**src/bp_cfg.svh**
```systemverilog
// constants for the buffer pointer and dma control block
`ifndef BP_CFG_SVH
`define BP_CFG_SVH
// widths
`define BP_PTR_W          16
`define BP_BYTE_W         8
// register addresses
`define BP_ADDR_ASSERT_RST 8'h21
`define BP_ADDR_BUF_CTRL  8'h28
`define BP_ADDR_STP_LO    8'h29
`define BP_ADDR_STP_HI    8'h2A
`define BP_ADDR_RP_LO     8'h2B
`define BP_ADDR_RP_HI     8'h2C
`define BP_ADDR_WP_LO     8'h2D
`define BP_ADDR_WP_HI     8'h2E
`define BP_ADDR_BUF_PORT  8'h2F
`define BP_ADDR_EXT_CTRL  8'h30
// bus reset control bit in register 21
`define BP_BIT_ASSERT_RST 7
// buffer control fields
`define BP_BC_STARTED     7
`define BP_BC_EQUAL       6
`define BP_BC_ATN_INT     4
`define BP_BC_EQ_STOP     3
`define BP_BC_DIR         2
`define BP_BC_DMA_EN      1
`define BP_BC_ACCESS      0
// external control fields
`define BP_EXT_IND        6
`define BP_EXT_GP_MSB     5
`define BP_EXT_GP_LSB     3
`define BP_EXT_ID_MSB     2
// reset values
`define BP_ZERO_BYTE      8'h00
`define BP_SYNC_IDLE_HI   2'h3
`define BP_ID_IDLE_HI     3'h7
`endif

```
**src/bp_pkg.sv**
```systemverilog
// shared types and pointer arithmetic for the buffer control block
`include "bp_cfg.svh"
package bp_pkg;
  typedef logic [`BP_PTR_W-1:0]  bp_ptr_t;   // buffer address
  typedef logic [`BP_BYTE_W-1:0] bp_byte_t;  // data byte
  // owner of the latest buffer cycle
  typedef enum logic [1:0] {GR_NONE, GR_PERIPH, GR_SCSI} bp_grant_t;
  // peripheral end sequencer
  typedef enum logic [1:0] {HS_IDLE, HS_REQ} bp_host_st_t;

  typedef struct packed {
    bp_ptr_t ptr;  // live pointer
    bp_ptr_t mon;  // monitor copy seen by reads
  } bp_ptr_state_t;

  typedef struct packed {
    logic [1:0] por_s;     // power-on reset synchroniser
    logic [1:0] drq_s;     // scsi dma request synchroniser
    logic [1:0] brst_s;    // scsi bus reset synchroniser
    logic       brst_d1;   // delayed synced bus reset
    logic [2:0] id_s1;     // id pins, first stage
    logic [2:0] id_s2;     // id pins, second stage
    bp_byte_t   rdata;
    logic       assert_rst;
    logic       started;
    logic       equal;
    logic       atn_int_en;
    logic       eq_stop_en;
    logic       dir;
    logic       dma_en;
    logic       access_mem;
    bp_byte_t   stp_stage;
    bp_ptr_t    stop_pointer;
    logic       indicator;
    logic [2:0] gp_out;
    bp_ptr_t    buf_addr;
    bp_byte_t   buf_wdata;
    logic       buf_we;
    logic       buf_re;
    logic       periph_ack;
    logic       scsi_ack;
    logic       scsi_wait;
    bp_grant_t  grant;
    bp_byte_t   scsi_out;
    logic       eop_n;
    logic       dma_end_set;
    logic       regs_clear;
    logic       rst_irq;
  } bp_dev_state_t;

  typedef struct packed {
    bp_host_st_t st;
    logic        busy;
    logic        req_n;
    bp_byte_t    wdata;
    bp_byte_t    rdata;
    logic        done;
  } bp_host_state_t;

  // next pointer value: byte loads win over an increment, which wraps
  function automatic bp_ptr_t bp_ptr_next(input bp_ptr_t p, input logic ld_lo,
                                          input logic ld_hi, input bp_byte_t b,
                                          input logic inc);
    bp_ptr_t r;
    r = p;
    if (ld_lo || ld_hi) begin
      if (ld_lo) r[`BP_BYTE_W-1:0] = b;
      if (ld_hi) r[`BP_PTR_W-1:`BP_BYTE_W] = b;
    end else if (inc) begin
      r = p + bp_ptr_t'(1);
    end
    return r;
  endfunction : bp_ptr_next
endpackage : bp_pkg

```
**src/bp_buf_if.sv**
```systemverilog
// buffer bus and peripheral request carrier between the two ends
`timescale 1ns/1ps
`default_nettype none
interface bp_buf_if;
  import bp_pkg::*;
  bp_ptr_t  buf_addr;          // buffer address
  bp_byte_t buf_wdata;         // buffer write data
  logic     buf_we;            // buffer write cycle
  logic     buf_re;            // buffer read cycle
  bp_byte_t buf_rdata;         // asynchronous memory read data
  logic     periph_request_n;  // peripheral wants a cycle, low active
  bp_byte_t periph_wdata;      // peripheral byte for buffer writes
  logic     periph_ack;        // peripheral cycle granted
  logic     direction;         // one: peripheral writes buffer
  modport dev (
    output buf_addr, buf_wdata, buf_we, buf_re, periph_ack, direction,
    input  buf_rdata, periph_request_n, periph_wdata
  );
  modport periph (
    output periph_request_n, periph_wdata,
    input  periph_ack, direction, buf_rdata
  );
endinterface : bp_buf_if
`default_nettype wire

```
**src/bp_ptr16.sv**
```systemverilog
// sixteen-bit buffer pointer with byte loads and a monitor copy
`timescale 1ns/1ps
`default_nettype none
module bp_ptr16 (
  input  wire logic           i_mclk,   // chip clock
  input  wire logic           i_clear,  // synchronous clear
  input  wire logic           i_ld_lo,  // load low byte
  input  wire logic           i_ld_hi,  // load high byte
  input  wire bp_pkg::bp_byte_t i_wbyte,  // byte to load
  input  wire logic           i_inc,    // advance one byte
  input  wire logic           i_snap,   // copy live value to monitor
  output bp_pkg::bp_ptr_t     o_ptr,    // live pointer
  output bp_pkg::bp_ptr_t     o_mon     // monitor copy
);
  import bp_pkg::*;
  bp_ptr_state_t s, n;  // pointer state

  // next state
  always_comb begin
    n = s;
    n.ptr = bp_ptr_next(s.ptr, i_ld_lo, i_ld_hi, i_wbyte, i_inc);
    if (i_snap) n.mon = s.ptr;
  end

  // state register
  always_ff @(posedge i_mclk) begin
    if (i_clear) s <= '0;
    else         s <= n;
  end

  assign o_ptr = s.ptr;
  assign o_mon = s.mon;
endmodule : bp_ptr16
`default_nettype wire

```
**src/bp_buffer_ctrl.sv**
```systemverilog
// buffer controller end: pointers, cpu buffer port, arbitration, pins, resets
//
// Functional notes
// - read pointer kept as two bytes
// - write pointer kept as two bytes
// - host halts dma before byte port
// - port read returns byte, bumps read pointer
// - port write stores byte, bumps write pointer
// - indicator bit pulls open-drain pin low
// - three bits drive general outputs high
// - three read-only bits show active ids
// - power-on reset clears all, no bus reset
// - bus reset received: irq, clear 20-27
// - assert bit drives bus reset, clears 20-27
// - simultaneous requests: peripheral goes first
// - peripheral sampled early, dma request late
// - earlier peripheral first, then interleave scsi
// - peripheral synchronous, scsi request resynchronised
// - one source uses read, other write pointer
// - receive reaching stop sets end status
// - pointers advance after every buffer byte
// - direction one reads, zero writes buffer
// - send fetches at read pointer into output
// - receive writes input byte at write pointer
// - pointer reads show monitor, refreshed by control read
// - equal with stop enable strobes end-of-transfer
//
// The plain strobed port was decided locally.
`timescale 1ns/1ps
`default_nettype none
`include "bp_cfg.svh"
module bp_buffer_ctrl (
  input  wire logic           i_mclk,              // chip clock, 20 MHz
  input  wire logic           i_srst,              // synchronous reset, high
  input  wire logic           i_power_on_reset_n,  // power-on reset pin, low
  input  wire logic [7:0]     i_reg_addr,          // register address
  input  wire bp_pkg::bp_byte_t i_reg_wdata,       // register write data
  input  wire logic           i_reg_we,            // register write strobe
  input  wire logic           i_reg_re,            // register read strobe
  output bp_pkg::bp_byte_t    o_reg_rdata,         // read data, next cycle
  input  wire logic           i_scsi_dma_request,  // core dma request, async
  output logic                o_scsi_dma_ack,      // core dma acknowledge pulse
  input  wire bp_pkg::bp_byte_t i_scsi_in_data,    // core input data byte
  output bp_pkg::bp_byte_t    o_scsi_out_data,     // core output data latch
  output logic                o_end_of_transfer_n, // end-of-transfer strobe, low
  output logic                o_dma_end_set,       // end-of-dma status set pulse
  input  wire logic           i_scsi_rst_n,        // scsi bus reset in, low, async
  output logic                o_scsi_rst_oe,       // pulls scsi reset low
  output logic                o_scsi_regs_clear,   // clears core registers 20-27
  output logic                o_scsi_reset_irq,    // interrupt pulse on bus reset
  output logic                o_indicator_out_n_oe,// pulls indicator pin low
  output logic [2:0]          o_gp_out,            // general data outputs
  input  wire logic [2:0]     i_id_in_n,           // id inputs, low active, async
  bp_buf_if.dev               bus                  // buffer and peripheral side
);
  import bp_pkg::*;

  bp_dev_state_t s, n;                 // whole block state
  bp_ptr_t  rp, wp, rp_mon, wp_mon;    // pointers and monitors
  logic     rp_ld_lo, rp_ld_hi, rp_inc; // read pointer controls
  logic     wp_ld_lo, wp_ld_hi, wp_inc; // write pointer controls
  logic     snap;                      // monitor refresh
  logic     ptr_clr;                   // pointer clear
  logic     clr_flags;                 // clears started and equal
  logic     periph_req, scsi_req;      // live requests
  logic     cpu_rd_ok, cpu_wr_ok;      // byte port usable
  logic     scsi_rst_now;              // bus reset in or issued
  bp_ptr_t  addr;                      // scsi cycle address
  bp_byte_t rd;                        // read mux

  assign ptr_clr = i_srst | ~s.por_s[1];

  bp_ptr16 u_rp (
    .i_mclk  (i_mclk),
    .i_clear (ptr_clr),
    .i_ld_lo (rp_ld_lo),
    .i_ld_hi (rp_ld_hi),
    .i_wbyte (i_reg_wdata),
    .i_inc   (rp_inc),
    .i_snap  (snap),
    .o_ptr   (rp),
    .o_mon   (rp_mon)
  );

  bp_ptr16 u_wp (
    .i_mclk  (i_mclk),
    .i_clear (ptr_clr),
    .i_ld_lo (wp_ld_lo),
    .i_ld_hi (wp_ld_hi),
    .i_wbyte (i_reg_wdata),
    .i_inc   (wp_inc),
    .i_snap  (snap),
    .o_ptr   (wp),
    .o_mon   (wp_mon)
  );

  // next state of the whole block
  always_comb begin
    n = s;
    rd = `BP_ZERO_BYTE;
    addr = rp;
    {rp_ld_lo, rp_ld_hi, rp_inc, wp_ld_lo, wp_ld_hi, wp_inc} = '0;
    snap = 1'b0;
    clr_flags = 1'b0;
    n.por_s  = {s.por_s[0], i_power_on_reset_n};
    n.drq_s  = {s.drq_s[0], i_scsi_dma_request};
    n.brst_s = {s.brst_s[0], i_scsi_rst_n};
    n.id_s1  = i_id_in_n;
    n.id_s2  = s.id_s1;
    n.brst_d1 = s.brst_s[1];
    // one-cycle outputs fall back
    n.periph_ack = 1'b0;
    n.scsi_ack = 1'b0;
    n.buf_we = 1'b0;
    n.buf_re = 1'b0;
    n.eop_n = 1'b1;
    n.dma_end_set = 1'b0;
    n.rdata = `BP_ZERO_BYTE;
    // port legal only with dma off and matching direction
    cpu_rd_ok = s.access_mem & s.dir & ~s.dma_en;
    cpu_wr_ok = s.access_mem & ~s.dir & ~s.dma_en;

    // register writes
    if (i_reg_we) begin
      case (i_reg_addr)
        `BP_ADDR_ASSERT_RST: n.assert_rst = i_reg_wdata[`BP_BIT_ASSERT_RST];
        `BP_ADDR_BUF_CTRL: begin
          n.atn_int_en = i_reg_wdata[`BP_BC_ATN_INT];
          n.eq_stop_en = i_reg_wdata[`BP_BC_EQ_STOP];
          n.dir        = i_reg_wdata[`BP_BC_DIR];
          n.dma_en     = i_reg_wdata[`BP_BC_DMA_EN];
          n.access_mem = i_reg_wdata[`BP_BC_ACCESS];
          clr_flags    = ~i_reg_wdata[`BP_BC_DMA_EN];
        end
        // low stop byte waits for the high byte
        `BP_ADDR_STP_LO: n.stp_stage = i_reg_wdata;
        `BP_ADDR_STP_HI: begin
          n.stop_pointer = {i_reg_wdata, s.stp_stage};
          clr_flags = 1'b1;
        end
        `BP_ADDR_RP_LO: rp_ld_lo = 1'b1;
        `BP_ADDR_RP_HI: rp_ld_hi = 1'b1;
        `BP_ADDR_WP_LO: wp_ld_lo = 1'b1;
        `BP_ADDR_WP_HI: wp_ld_hi = 1'b1;
        `BP_ADDR_BUF_PORT: begin
          if (cpu_wr_ok) begin
            n.buf_we = 1'b1;
            n.buf_addr = wp;
            n.buf_wdata = i_reg_wdata;
            wp_inc = 1'b1;
          end
        end
        `BP_ADDR_EXT_CTRL: begin
          n.indicator = i_reg_wdata[`BP_EXT_IND];
          n.gp_out = i_reg_wdata[`BP_EXT_GP_MSB:`BP_EXT_GP_LSB];
        end
        default: ;
      endcase
    end

    // register reads, data stands one cycle later
    if (i_reg_re) begin
      case (i_reg_addr)
        `BP_ADDR_ASSERT_RST: rd[`BP_BIT_ASSERT_RST] = s.assert_rst;
        `BP_ADDR_BUF_CTRL: begin
          rd[`BP_BC_STARTED] = s.started;
          rd[`BP_BC_EQUAL]   = s.equal;
          rd[`BP_BC_ATN_INT] = s.atn_int_en;
          rd[`BP_BC_EQ_STOP] = s.eq_stop_en;
          rd[`BP_BC_DIR]     = s.dir;
          rd[`BP_BC_DMA_EN]  = s.dma_en;
          rd[`BP_BC_ACCESS]  = s.access_mem;
          snap = 1'b1;
        end
        `BP_ADDR_STP_LO: rd = s.stop_pointer[`BP_BYTE_W-1:0];
        `BP_ADDR_STP_HI: rd = s.stop_pointer[`BP_PTR_W-1:`BP_BYTE_W];
        `BP_ADDR_RP_LO: rd = rp_mon[`BP_BYTE_W-1:0];
        `BP_ADDR_RP_HI: rd = rp_mon[`BP_PTR_W-1:`BP_BYTE_W];
        `BP_ADDR_WP_LO: rd = wp_mon[`BP_BYTE_W-1:0];
        `BP_ADDR_WP_HI: rd = wp_mon[`BP_PTR_W-1:`BP_BYTE_W];
        `BP_ADDR_BUF_PORT: begin
          // prefetched byte, then bump read pointer
          if (cpu_rd_ok) begin
            rd = bus.buf_rdata;
            rp_inc = 1'b1;
          end
        end
        `BP_ADDR_EXT_CTRL: begin
          rd[`BP_EXT_IND] = s.indicator;
          rd[`BP_EXT_GP_MSB:`BP_EXT_GP_LSB] = s.gp_out;
          rd[`BP_EXT_ID_MSB:0] = ~s.id_s2;
        end
        default: rd = `BP_ZERO_BYTE;
      endcase
    end
    n.rdata = rd;

    // stop-pointer update or dma off clears flags; a set below wins
    if (clr_flags) begin
      n.started = 1'b0;
      n.equal = 1'b0;
    end

    // dma request is dropped by the core after our ack reaches it
    if (s.scsi_wait && !s.drq_s[1]) n.scsi_wait = 1'b0;
    // peripheral taken as driven, dma request after resync
    periph_req = ~bus.periph_request_n & ~s.periph_ack;
    scsi_req = s.drq_s[1] & ~s.scsi_wait;

    if (s.dma_en) begin
      // scsi gets the cycle after a peripheral one
      if (scsi_req && (!periph_req || s.grant == GR_PERIPH)) begin
        n.grant = GR_SCSI;
        n.scsi_ack = 1'b1;
        n.scsi_wait = 1'b1;
        n.started = 1'b1;
        // scsi: read pointer on send, write pointer on receive
        addr = s.dir ? rp : wp;
        n.buf_addr = addr;
        if (s.dir) begin
          n.buf_re = 1'b1;
          rp_inc = 1'b1;
        end else begin
          n.buf_we = 1'b1;
          n.buf_wdata = i_scsi_in_data;
          wp_inc = 1'b1;
        end
        if (addr == s.stop_pointer) begin
          n.equal = 1'b1;
          if (s.eq_stop_en) n.eop_n = 1'b0;
          if (!s.dir) n.dma_end_set = 1'b1;
        end
      end else if (periph_req) begin
        n.grant = GR_PERIPH;
        n.periph_ack = 1'b1;
        if (s.dir) begin
          n.buf_we = 1'b1;
          n.buf_addr = wp;
          n.buf_wdata = bus.periph_wdata;
          wp_inc = 1'b1;
        end else begin
          n.buf_re = 1'b1;
          n.buf_addr = rp;
          rp_inc = 1'b1;
        end
      end
    end else if (cpu_rd_ok) begin
      // keep the next read byte ready on the async memory
      n.buf_re = 1'b1;
      n.buf_addr = bp_ptr_next(rp, rp_ld_lo, rp_ld_hi, i_reg_wdata, rp_inc);
    end

    // latch the fetched byte for the core
    if (s.scsi_ack && s.dir) n.scsi_out = bus.buf_rdata;

    // irq on a received bus reset edge
    n.rst_irq = s.brst_d1 & ~s.brst_s[1];
    // issued or received reset clears 20-27, assert bit kept
    scsi_rst_now = ~s.brst_s[1] | s.assert_rst;
    n.regs_clear = scsi_rst_now;
    if (scsi_rst_now) n.scsi_out = `BP_ZERO_BYTE;

    // power-on reset clears all but the synchronisers
    if (!s.por_s[1]) begin
      n = '0;
      n.por_s = {s.por_s[0], i_power_on_reset_n};
      n.drq_s = {s.drq_s[0], i_scsi_dma_request};
      n.brst_s = {s.brst_s[0], i_scsi_rst_n};
      n.brst_d1 = s.brst_s[1];
      n.id_s1 = i_id_in_n;
      n.id_s2 = s.id_s1;
      n.eop_n = 1'b1;
    end
  end

  // state register; synchronisers park on the idle level
  always_ff @(posedge i_mclk) begin
    if (i_srst) begin
      s <= '0;
      s.por_s <= `BP_SYNC_IDLE_HI;
      s.brst_s <= `BP_SYNC_IDLE_HI;
      s.brst_d1 <= 1'b1;
      // id pins idle high, so no id reads active straight after reset
      s.id_s1 <= `BP_ID_IDLE_HI;
      s.id_s2 <= `BP_ID_IDLE_HI;
      s.eop_n <= 1'b1;
    end else begin
      s <= n;
    end
  end

  // outputs straight from state
  assign o_reg_rdata = s.rdata;
  assign o_scsi_dma_ack = s.scsi_ack;
  assign o_scsi_out_data = s.scsi_out;
  assign o_end_of_transfer_n = s.eop_n;
  assign o_dma_end_set = s.dma_end_set;
  assign o_scsi_rst_oe = s.assert_rst;
  assign o_scsi_regs_clear = s.regs_clear;
  assign o_scsi_reset_irq = s.rst_irq;
  assign o_indicator_out_n_oe = s.indicator;
  assign o_gp_out = s.gp_out;
  assign bus.buf_addr = s.buf_addr;
  assign bus.buf_wdata = s.buf_wdata;
  assign bus.buf_we = s.buf_we;
  assign bus.buf_re = s.buf_re;
  assign bus.periph_ack = s.periph_ack;
  assign bus.direction = s.dir;
endmodule : bp_buffer_ctrl
`default_nettype wire

```
**src/flat_wrapper.sv**
```systemverilog
// flat-port wrapper written by rule: the top's interface ports become plain ports
module bp_buffer_ctrl_flat import bp_pkg::*;
  (i_mclk, i_srst, i_power_on_reset_n, i_reg_addr, i_reg_wdata, i_reg_we, i_reg_re, o_reg_rdata, i_scsi_dma_request, o_scsi_dma_ack, i_scsi_in_data, o_scsi_out_data, o_end_of_transfer_n, o_dma_end_set, i_scsi_rst_n, o_scsi_rst_oe, o_scsi_regs_clear, o_scsi_reset_irq, o_indicator_out_n_oe, o_gp_out, i_id_in_n, bus_buf_addr, bus_buf_wdata, bus_buf_we, bus_buf_re, bus_periph_ack, bus_direction, bus_buf_rdata, bus_periph_request_n, bus_periph_wdata);
  bp_buf_if bus_i ();
  input  wire logic i_mclk;
  input  wire logic i_srst;
  input  wire logic i_power_on_reset_n;
  input  wire logic [7:0] i_reg_addr;
  input  wire bp_pkg::bp_byte_t i_reg_wdata;
  input  wire logic i_reg_we;
  input  wire logic i_reg_re;
  output bp_pkg::bp_byte_t o_reg_rdata;
  input  wire logic i_scsi_dma_request;
  output logic o_scsi_dma_ack;
  input  wire bp_pkg::bp_byte_t i_scsi_in_data;
  output bp_pkg::bp_byte_t o_scsi_out_data;
  output logic o_end_of_transfer_n;
  output logic o_dma_end_set;
  input  wire logic i_scsi_rst_n;
  output logic o_scsi_rst_oe;
  output logic o_scsi_regs_clear;
  output logic o_scsi_reset_irq;
  output logic o_indicator_out_n_oe;
  output logic [2:0] o_gp_out;
  input  wire logic [2:0] i_id_in_n;
  output wire logic [$bits(bus_i.buf_addr)-1:0] bus_buf_addr;
  output wire logic [$bits(bus_i.buf_wdata)-1:0] bus_buf_wdata;
  output wire logic [$bits(bus_i.buf_we)-1:0] bus_buf_we;
  output wire logic [$bits(bus_i.buf_re)-1:0] bus_buf_re;
  output wire logic [$bits(bus_i.periph_ack)-1:0] bus_periph_ack;
  output wire logic [$bits(bus_i.direction)-1:0] bus_direction;
  input wire logic [$bits(bus_i.buf_rdata)-1:0] bus_buf_rdata;
  input wire logic [$bits(bus_i.periph_request_n)-1:0] bus_periph_request_n;
  input wire logic [$bits(bus_i.periph_wdata)-1:0] bus_periph_wdata;
  assign bus_buf_addr = bus_i.buf_addr;
  assign bus_buf_wdata = bus_i.buf_wdata;
  assign bus_buf_we = bus_i.buf_we;
  assign bus_buf_re = bus_i.buf_re;
  assign bus_periph_ack = bus_i.periph_ack;
  assign bus_direction = bus_i.direction;
  assign bus_i.buf_rdata = bus_buf_rdata;
  assign bus_i.periph_request_n = bus_periph_request_n;
  assign bus_i.periph_wdata = bus_periph_wdata;
  bp_buffer_ctrl u_core (.i_mclk(i_mclk), .i_srst(i_srst), .i_power_on_reset_n(i_power_on_reset_n), .i_reg_addr(i_reg_addr), .i_reg_wdata(i_reg_wdata), .i_reg_we(i_reg_we), .i_reg_re(i_reg_re), .o_reg_rdata(o_reg_rdata), .i_scsi_dma_request(i_scsi_dma_request), .o_scsi_dma_ack(o_scsi_dma_ack), .i_scsi_in_data(i_scsi_in_data), .o_scsi_out_data(o_scsi_out_data), .o_end_of_transfer_n(o_end_of_transfer_n), .o_dma_end_set(o_dma_end_set), .i_scsi_rst_n(i_scsi_rst_n), .o_scsi_rst_oe(o_scsi_rst_oe), .o_scsi_regs_clear(o_scsi_regs_clear), .o_scsi_reset_irq(o_scsi_reset_irq), .o_indicator_out_n_oe(o_indicator_out_n_oe), .o_gp_out(o_gp_out), .i_id_in_n(i_id_in_n), .bus(bus_i));
endmodule
```
**config.mk**
```make
export PLATFORM = sky130hd
export DESIGN_NAME = bp_buffer_ctrl_flat
export DESIGN_NICKNAME = d
export VERILOG_FILES = /design/src/bp_pkg.sv /design/src/bp_buf_if.sv /design/src/bp_ptr16.sv /design/src/bp_buffer_ctrl.sv /design/src/flat_wrapper.sv
export VERILOG_INCLUDE_DIRS = /design/src
export SDC_FILE = /design/constraint.sdc
export NUM_CORES = 1
export LEC_CHECK = 0
export ABC_AREA = 1
export BUFFER_PORTS_ARGS = -buffer_cell sky130_fd_sc_hd__buf_4
export CORE_MARGIN = 2
export CORE_UTILIZATION = 40
export DETAILED_ROUTE_END_ITERATION = 10
export PLACE_DENSITY_LB_ADDON = 0.08
export SLEW_MARGIN = 0
export SYNTH_ARGS = -nofsm -noshare
export SYNTH_HDL_FRONTEND = slang
export SYNTH_SLANG_ARGS = --single-unit
```
**constraint.sdc**
```tcl
create_clock -name i_mclk -period 1.5 [get_ports i_mclk]
set_input_delay 0.225 -clock i_mclk [delete_from_list [all_inputs] [get_ports i_mclk]]
set_output_delay 0.225 -clock i_mclk [all_outputs]
set_load 0.01 [all_outputs]
```
* Word level (Yosys, flattened, before mapping)
Index checks and enable logic that the tools add are counted.
Cells by class: add/sub/neg operators 2, multipliers 0, divide/modulo/power cells 0, magnitude comparators 0, equal/unequal tests 14, shift-type cells 0, muxes and demuxes 73, bitwise operators 21, reduce and logical (&&, ||, !) cells 25
Operator list (number):
- 2-to-1 mux 16 bit | 11
- equality test 8 x 6 -> 1 bit (second input constant) | 10
- 2-to-1 mux 58 bit | 1
- 2-to-1 mux 25 bit | 2
- 2-to-1 mux 8 bit | 6
- case mux 5 bit (9 select lines) | 1
- 2-to-1 mux 1 bit | 34
- adder 16 x 1 -> 16 bit (second input constant) | 2
- 2-to-1 mux 27 bit | 1
- 2-to-1 mux 9 bit | 3
- 2-to-1 mux 26 bit | 1
- case mux 1 bit (9 select lines) | 2
- equality test 16 bit | 1
- AND reduction 2 bit | 8
- 2-to-1 mux 2 bit | 6
- NOT 1 bit | 11
- 2-to-1 mux 5 bit | 2
- OR reduction 3 bit | 3
- case mux 1 bit (8 select lines) | 1
- AND 1 bit | 7
- nonzero test 2 bit | 3
- OR reduction 5 bit | 1
- 2-to-1 mux 4 bit | 1
- inequality test 2 bit (second input constant) | 2
- other kinds (9) | 15
Word-level totals: register bits 164, bits in latches 0, bits in writable memories 0, ROM bits 0, input port bits 51, output and inout port bits 54, logic and storage cells 172, memories kept 0

* Longest topological paths before layout
depth in word-level cells 12, mapped depth 14, mapped depth without buffers 13

* Modules after synthesis
Synthesis repeated with hierarchy kept, for this count alone.
Second synthesis, totals: cell total of the unflattened synthesis 1558, area, all modules 10014.6 um^2
By module, submodules not included:
- bp_buffer_ctrl | instances 1, cells each 1086, area each 6784.0 um^2, seq. area each 2001.9 um^2
- bp_ptr16 | instances 2, cells each 236, area each 1615.3 um^2, seq. area each 640.6 um^2

* Least setup slack after synthesis
Ideal clock, no wire load.
path kind flip-flop to flip-flop, start point register u_core.s (netlist bit u_core.bus.periph_ack), end point register u_core.u_rp.s (netlist bit u_core.u_rp.o_ptr[0]), library setup time 0.117 ns, arrival time 1.474 ns, data required time 1.383 ns, path slack -0.091 ns, stages on the path, launching flop included 11, buffers on the path 2, clock period less this slack 1.591 ns, cell sequence dfxtp_1 -> nor2_1 -> buf_2 -> nand2_1 -> nand2_1 -> nand3_1 -> nand3_2 -> buf_2 -> o21ai_0 -> a21oi_1 -> nor2_1
Between the ends: longest elaborated chain between the ends 8, elaborated cells on any way between the ends 9, classes of those cells 3 x mux; 2 x bitwise; 4 x reduce/logical
RTL lines:
- start: declaration | RTL line bp_buffer_ctrl.sv:58 | bp_dev_state_t s, n;
- start signal: assignment | RTL line bp_buffer_ctrl.sv:288 | s <= n;
- NOT 1 bit * | RTL line bp_buffer_ctrl.sv:207 | periph_req = ~bus.periph_request_n & ~s.periph_ack;
- AND 1 bit * | RTL line bp_buffer_ctrl.sv:207
- zero test 1 bit | RTL line bp_buffer_ctrl.sv:212 | if (scsi_req && (!periph_req || s.grant == GR_PERIPH)) begin
- logical OR 1 bit | RTL line bp_buffer_ctrl.sv:212
- logical AND 1 bit | RTL line bp_buffer_ctrl.sv:212
- 2-to-1 mux 1 bit * | RTL line bp_buffer_ctrl.sv:212
- 2-to-1 mux 1 bit * | RTL line bp_buffer_ctrl.sv:210 | if (s.dma_en) begin
- nonzero test 2 bit (no source line) *
- end signal: assignment | RTL line bp_ptr16.sv:28 | else s <= n;
- end: declaration | RTL line bp_ptr16.sv:16 | bp_ptr_state_t s, n;
Mark *: on every way between the ends. The rest lies on a longest branch, timed or not. A chain may end at the register's enable or synchronous reset.

* Worst setup path after layout
start point register u_core.s (netlist bit u_core.bus.direction), end point register u_core.u_wp.s (netlist bit u_core.u_wp.o_ptr[5])
Between the ends: longest elaborated chain between the ends 12, elaborated cells on any way between the ends 13, classes of those cells 8 x mux; 3 x bitwise; 2 x reduce/logical
RTL lines:
- NOT 1 bit | RTL line bp_buffer_ctrl.sv:121 | cpu_wr_ok = s.access_mem & ~s.dir & ~s.dma_en;
- AND 1 bit (2 in series) | RTL line bp_buffer_ctrl.sv:121
- 2-to-1 mux 1 bit | RTL line bp_buffer_ctrl.sv:146 | if (cpu_wr_ok) begin
- 2-to-1 mux 1 bit | RTL line bp_buffer_ctrl.sv:125 | case (i_reg_addr)
- 2-to-1 mux 1 bit | RTL line bp_buffer_ctrl.sv:124 | if (i_reg_we) begin
- 2-to-1 mux 1 bit | RTL line bp_buffer_ctrl.sv:236 | if (s.dir) begin
- 2-to-1 mux 1 bit | RTL line bp_buffer_ctrl.sv:233 | end else if (periph_req) begin
- 2-to-1 mux 1 bit | RTL line bp_buffer_ctrl.sv:212
- 2-to-1 mux 1 bit * | RTL line bp_buffer_ctrl.sv:210
- nonzero test 2 bit (no source line) *
- AND reduction 2 bit (no source line) *
- end signal: assignment | RTL line bp_ptr16.sv:28
- end: declaration | RTL line bp_ptr16.sv:16
Marked as above.

==> results <==
- The run finished, with violations left.
- The checks that failed: setup timing.
- STA classifies the critical path startpoint as a flop.
- The post-layout minimum cycle time is 1.74 ns.
- The post-placement cell count is between 2000 and 2500.
- The net count of the finished layout is ~1900.
- The library cell contributing the largest single delay on the critical path is sky130_fd_sc_hd__dfxtp_4.
- The height of the die is 160 um.
- The clock-pin slew of the registers on the worst-case setup and hold paths is 0.08 ns.
- The routability-driven placement congestion ratio is 0.958.
- The area of the die is ~26000 um^2.
- The reg2reg setup slack is -0.24 ns.
- Yosys printed 0 warnings.
- The delay of the slowest cell on the worst path is 0.42 ns.
- The post-synthesis instance area is ~9700 um^2.
- The net switching power figure is around 2.8 mW.
- Clock tree synthesis found a total of 164 sinks.
- The count of unresolved DRC violations after routing is 0.
- After detailed routing, the total wire length is 41.9 mm.
- The worst path setup slack after routing is -0.241 ns.
- The initial antenna violation count is 1.
- The final hold violation count is 0.
- The number of maximum-capacitance violations is 0.
- Of the total power, the share spent switching nets is 0.286.
- In this run, CTS created clock tree buffers numbering 17.
- The clock insertion delay at the later pin of the skew report is 0.46 ns.
- The setup TNS after final layout is -10.04 ns.
- The share of synthesized area in the top cell type comes to 0.338.
- The wire-length estimate of the detail-placed layout is 30.6 mm.
- The fraction of final layout cells sized beyond drive strength 1 is 0.394.
- The family with the most delay on the worst path is simple AND/OR/NAND/NOR gates.
- The buffering stage count on the worst path with inverters included is 3.
- The signal on the critical path passes through clkinvlp_4 > nand3_2 > nor2_4 > nand2_4 > buf_12 > nand2_8 > nand2_8 > buf_6 > nand3_2 > a21oi_2.
- The internal cell power is 6.97 mW.
- Detailed routing inserted a total of approximately 11000 vias.
- Synthesis instantiated roughly 40 different standard cells from the library.
- The number of buffers inserted by port buffering is 104.
- The sequential cell area fraction in the yosys report is 0.338.
- In this run, synthesis inferred 0 flip-flops with an integrated enable.
- The worst hold path begins at i_srst.
- The maximum clock path buffer count is 2.
- The type of the worst setup path is flop to flop.
- The total design power is ~9.8 mW.
- Pin placement for this block handled 105 I/O pins.
- Compared with the post-synthesis result, the final layout area differs by 52.7%.
- The post-synthesis cell type with the largest combined area is sky130_fd_sc_hd__dfxtp_1.
- In this run the critical register-to-register path is launched from u_core.bus.direction.
- The overall routing resource usage is 0.321.
- On the final layout, the worst clock skew is 0.0306 ns.
- The root buffer cell chosen for the clock tree is sky130_fd_sc_hd__clkbuf_16.
- Setup repair after global routing could not meet its margin everywhere.
- For this run, the leading register cell type out of synthesis is sky130_fd_sc_hd__dfxtp_1.
- Data on the critical path arrives at its endpoint at 2.11 ns.
- The net count after synthesis is 1540.
- The part of the cycle the worst path needs is 1.16.
- The worst register-to-register path ends at u_core.u_wp.o_ptr[5].
- Summed over all layers, the global routing overflow is 0.
- The worst hold path belongs to the class input port to flop.
- Counting instances in the post-synthesis netlist gives the leading cell types as sky130_fd_sc_hd__nand2_1 (344), sky130_fd_sc_hd__dfxtp_1 (164), sky130_fd_sc_hd__inv_1 (160).
- The fmax is 574 MHz.
- The core area is 23600 um^2.
- met2 is the most crowded layer.
- For this run, global-route usage on met1 was measured as 0.449.
- The most repeated cell in the gate-level netlist after synthesis is sky130_fd_sc_hd__nand2_1.
- The starting density of the core is 0.411.
- The number of global-route vias before repair was 10613.
- The count of nets left with antenna violations once routing finished came out at 0.
- The fraction of power consumed by sequential logic is 0.448.
- The count of endpoints failing setup in the final report is 64.
- The pin count of the biggest net entering global routing is 31.
- The standard-cell row count is 56.
- The share of total power dissipated in combinational logic is 0.074.
- The maximum fanout along the worst path is 8.
- The power density over the cells is 659 nW/um^2.
- In this run the number of H-tree levels came out at 4.
- The post-detailed-route via-to-cell ratio is 5.29.
- The first detailed-routing pass ran for 5 iterations.
- For this run, global-route usage on met2 was measured as 0.490.
- The first global-routing pass estimated 62.9 mm of wire.
- The total count of max-transition violations in the final report is 0.
- Averaged over all synthesized cells, the footprint is 6.52 um^2.
- The worst setup path is captured at a flop.
- The count of mapped cells out of synthesis is 1487.
- In the global route stage, met3 resource usage came out at 0.0553.
- The finished layout holds 2135 standard cells, fillers aside.
- The number of DRC markers after the initial detailed-route iteration is 1072.
- The maximum VDD drop is 0.000849 V.
- For the worst flop-to-flop path, the logic depth is 10.
- Counting flops with an async set or reset pin after synthesis yields a share of 0.
- Data on the critical path is required at its endpoint by 1.87 ns.
- The analysis attributes to cell leakage a power of roughly 6.5 nW.
- After synthesis, the cell types taking the most area are sky130_fd_sc_hd__dfxtp_1 (34%), sky130_fd_sc_hd__nand2_1 (13%), sky130_fd_sc_hd__a21oi_1 (7.5%), sky130_fd_sc_hd__o21ai_0 (7.0%), sky130_fd_sc_hd__nand3_1 (6.7%).
- The slew at the pin closest to its max-slew limit is between 0.4 and 0.5 ns.
- The worst hold path passes through 3 cells.
- The filler cells instantiated in the layout total 2212.
- In this run the horizontal extent of the chip is 160 um.
- The number of antenna cells inserted is 0.
- The portion of total power attributed to the clock network is 0.478.
- The synthesized flop and latch total is about 160.
- In the final routed layout, each cell accounts on average for 19.6 um.
- The path with the worst hold slack has its endpoint at u_core.s[93].
- TritonCTS built the clock tree.
- The worst slew margin relative to its limit is 0.680.
==> through the flow <==
stage / util / instance area, um^2 / hold slack (ns) / setup WS [ns]
after CTS: 0.607 / 14300 / 0.00765 / -0.180
after global placement: 0.526 / 12400 / 0.391 / -0.359
after floorplan: - / 9720 / 0.329 / 0.00171
final: 0.627 / 14800 / 0.00903 / -0.241
after global routing: 0.627 / 14800 / 0.0234 / -0.296
after detailed placement: 0.526 / 12400 / 0.394 / -0.386
==> worst min-delay path, stage by stage <==
cell,delay (ns)
sky130_fd_sc_hd__buf_4,0.08
sky130_fd_sc_hd__inv_1,0.05
sky130_fd_sc_hd__nand2_1,0.07
==> metal layers <==
layer  vias up  part of all wire  routed length [um]
li1       5488                 -                   -
met1      5198              0.44               18400
met2       522              0.44               18300
met3        89             0.085                3570
met4         0             0.039                1620
met5         -                 0                   0
==> power by group through the flow <==
stage / clock [mW] / sequential, mW / combinational (mW)
floorplan: 0 / 4.48 / 0.251
global placement: 0 / 4.48 / 0.646
detailed placement: 0 / 4.48 / 0.648
CTS: 4.68 / 4.38 / 0.694
global route: 4.86 / 4.38 / 0.770
finish: 4.66 / 4.38 / 0.723
==> placed cells by master, fill, tap and decap left out, types with 19 or more instances in the layout <==
master,instances
sky130_fd_sc_hd__a21oi_1,112
sky130_fd_sc_hd__buf_4,355
sky130_fd_sc_hd__nor2_4,19
sky130_fd_sc_hd__buf_12,20
sky130_fd_sc_hd__nand2_4,22
sky130_fd_sc_hd__nand2_1,303
sky130_fd_sc_hd__o21ai_0,98
sky130_fd_sc_hd__a21oi_2,32
sky130_fd_sc_hd__xor2_1,25
sky130_fd_sc_hd__nor2_1,68
sky130_fd_sc_hd__nand2_2,33
sky130_fd_sc_hd__nand3_1,91
sky130_fd_sc_hd__dfxtp_2,19
sky130_fd_sc_hd__dfxtp_1,142
sky130_fd_sc_hd__o21ai_1,23
sky130_fd_sc_hd__o21ai_2,20
sky130_fd_sc_hd__nand3_2,35
sky130_fd_sc_hd__inv_1,147
==> cells by family after synthesis <==
group | after synthesis | synth area share
xor gates and xnor gates | 28 | 0.0253
DFF | 164 | 0.338
AOI/OAI and AO/OA | 360 | 0.204
and+or+nand+nor | 640 | 0.291
adders and majority gates | 2 | 0.00258
buffers and inverters | 293 | 0.139
==> how the worst max path moves through the flow <==
stage	end	start	cells after the start	slack [ns]
after global routing	u_core.u_wp.o_ptr[5]	u_core.bus.direction	10	-0.30
after global placement	u_core.o_reg_rdata[2]	i_reg_addr[4]	12	-0.36
after detailed placement	u_core.o_reg_rdata[2]	i_reg_addr[4]	12	-0.39
after floorplan	u_core.s[76]	u_core.bus.direction	8	0.002
after CTS	u_core.o_dma_end_set	u_core.bus.direction	10	-0.18
final	u_core.u_wp.o_ptr[5]	u_core.bus.direction	10	-0.24
==> repair_timing <==
item,CTS,global route
gates cloned,11,1
pin swaps,76,67
hold endpoints to repair,6,0
gates resized for setup,240,122
setup buffers,22,9
hold buffers,6,0
endpoints found under the setup margin,67,87
==> area by class of cell <==
class                      instances  area (um^2)  share of cell area
sequential                       164         3320               0.224
inverter                         173          696              0.0470
tap                              319          399              0.0269
timing repair buffer             414         3660               0.247
clock inverter                    15          198              0.0133
timing repair inverter             1         8.76            0.000591
clock buffer                      17          425              0.0287
multi-input combinational       1032         6100               0.412
==> state kept, by name (all words and copies together), names as in the netlist <==
signal	count
u_core.bus.buf_we	1
u_core.o_scsi_reset_irq	1
u_core.u_wp.o_mon	16
u_core.u_wp.o_ptr	16
u_core.o_end_of_transfer_n	1
u_core.o_scsi_rst_oe	1
u_core.bus.buf_addr	16
u_core.o_reg_rdata	8
u_core.bus.buf_wdata	8
u_core.s	46
u_core.u_rp.o_mon	16
u_core.o_scsi_dma_ack	1
u_core.bus.direction	1
u_core.o_scsi_out_data	8
u_core.o_indicator_out_n_oe	1
u_core.o_gp_out	3
u_core.o_scsi_regs_clear	1
u_core.u_rp.o_ptr	16
u_core.bus.buf_re	1
u_core.bus.periph_ack	1
u_core.o_dma_end_set	1
Note: power is estimated with default switching activity, not from simulation.
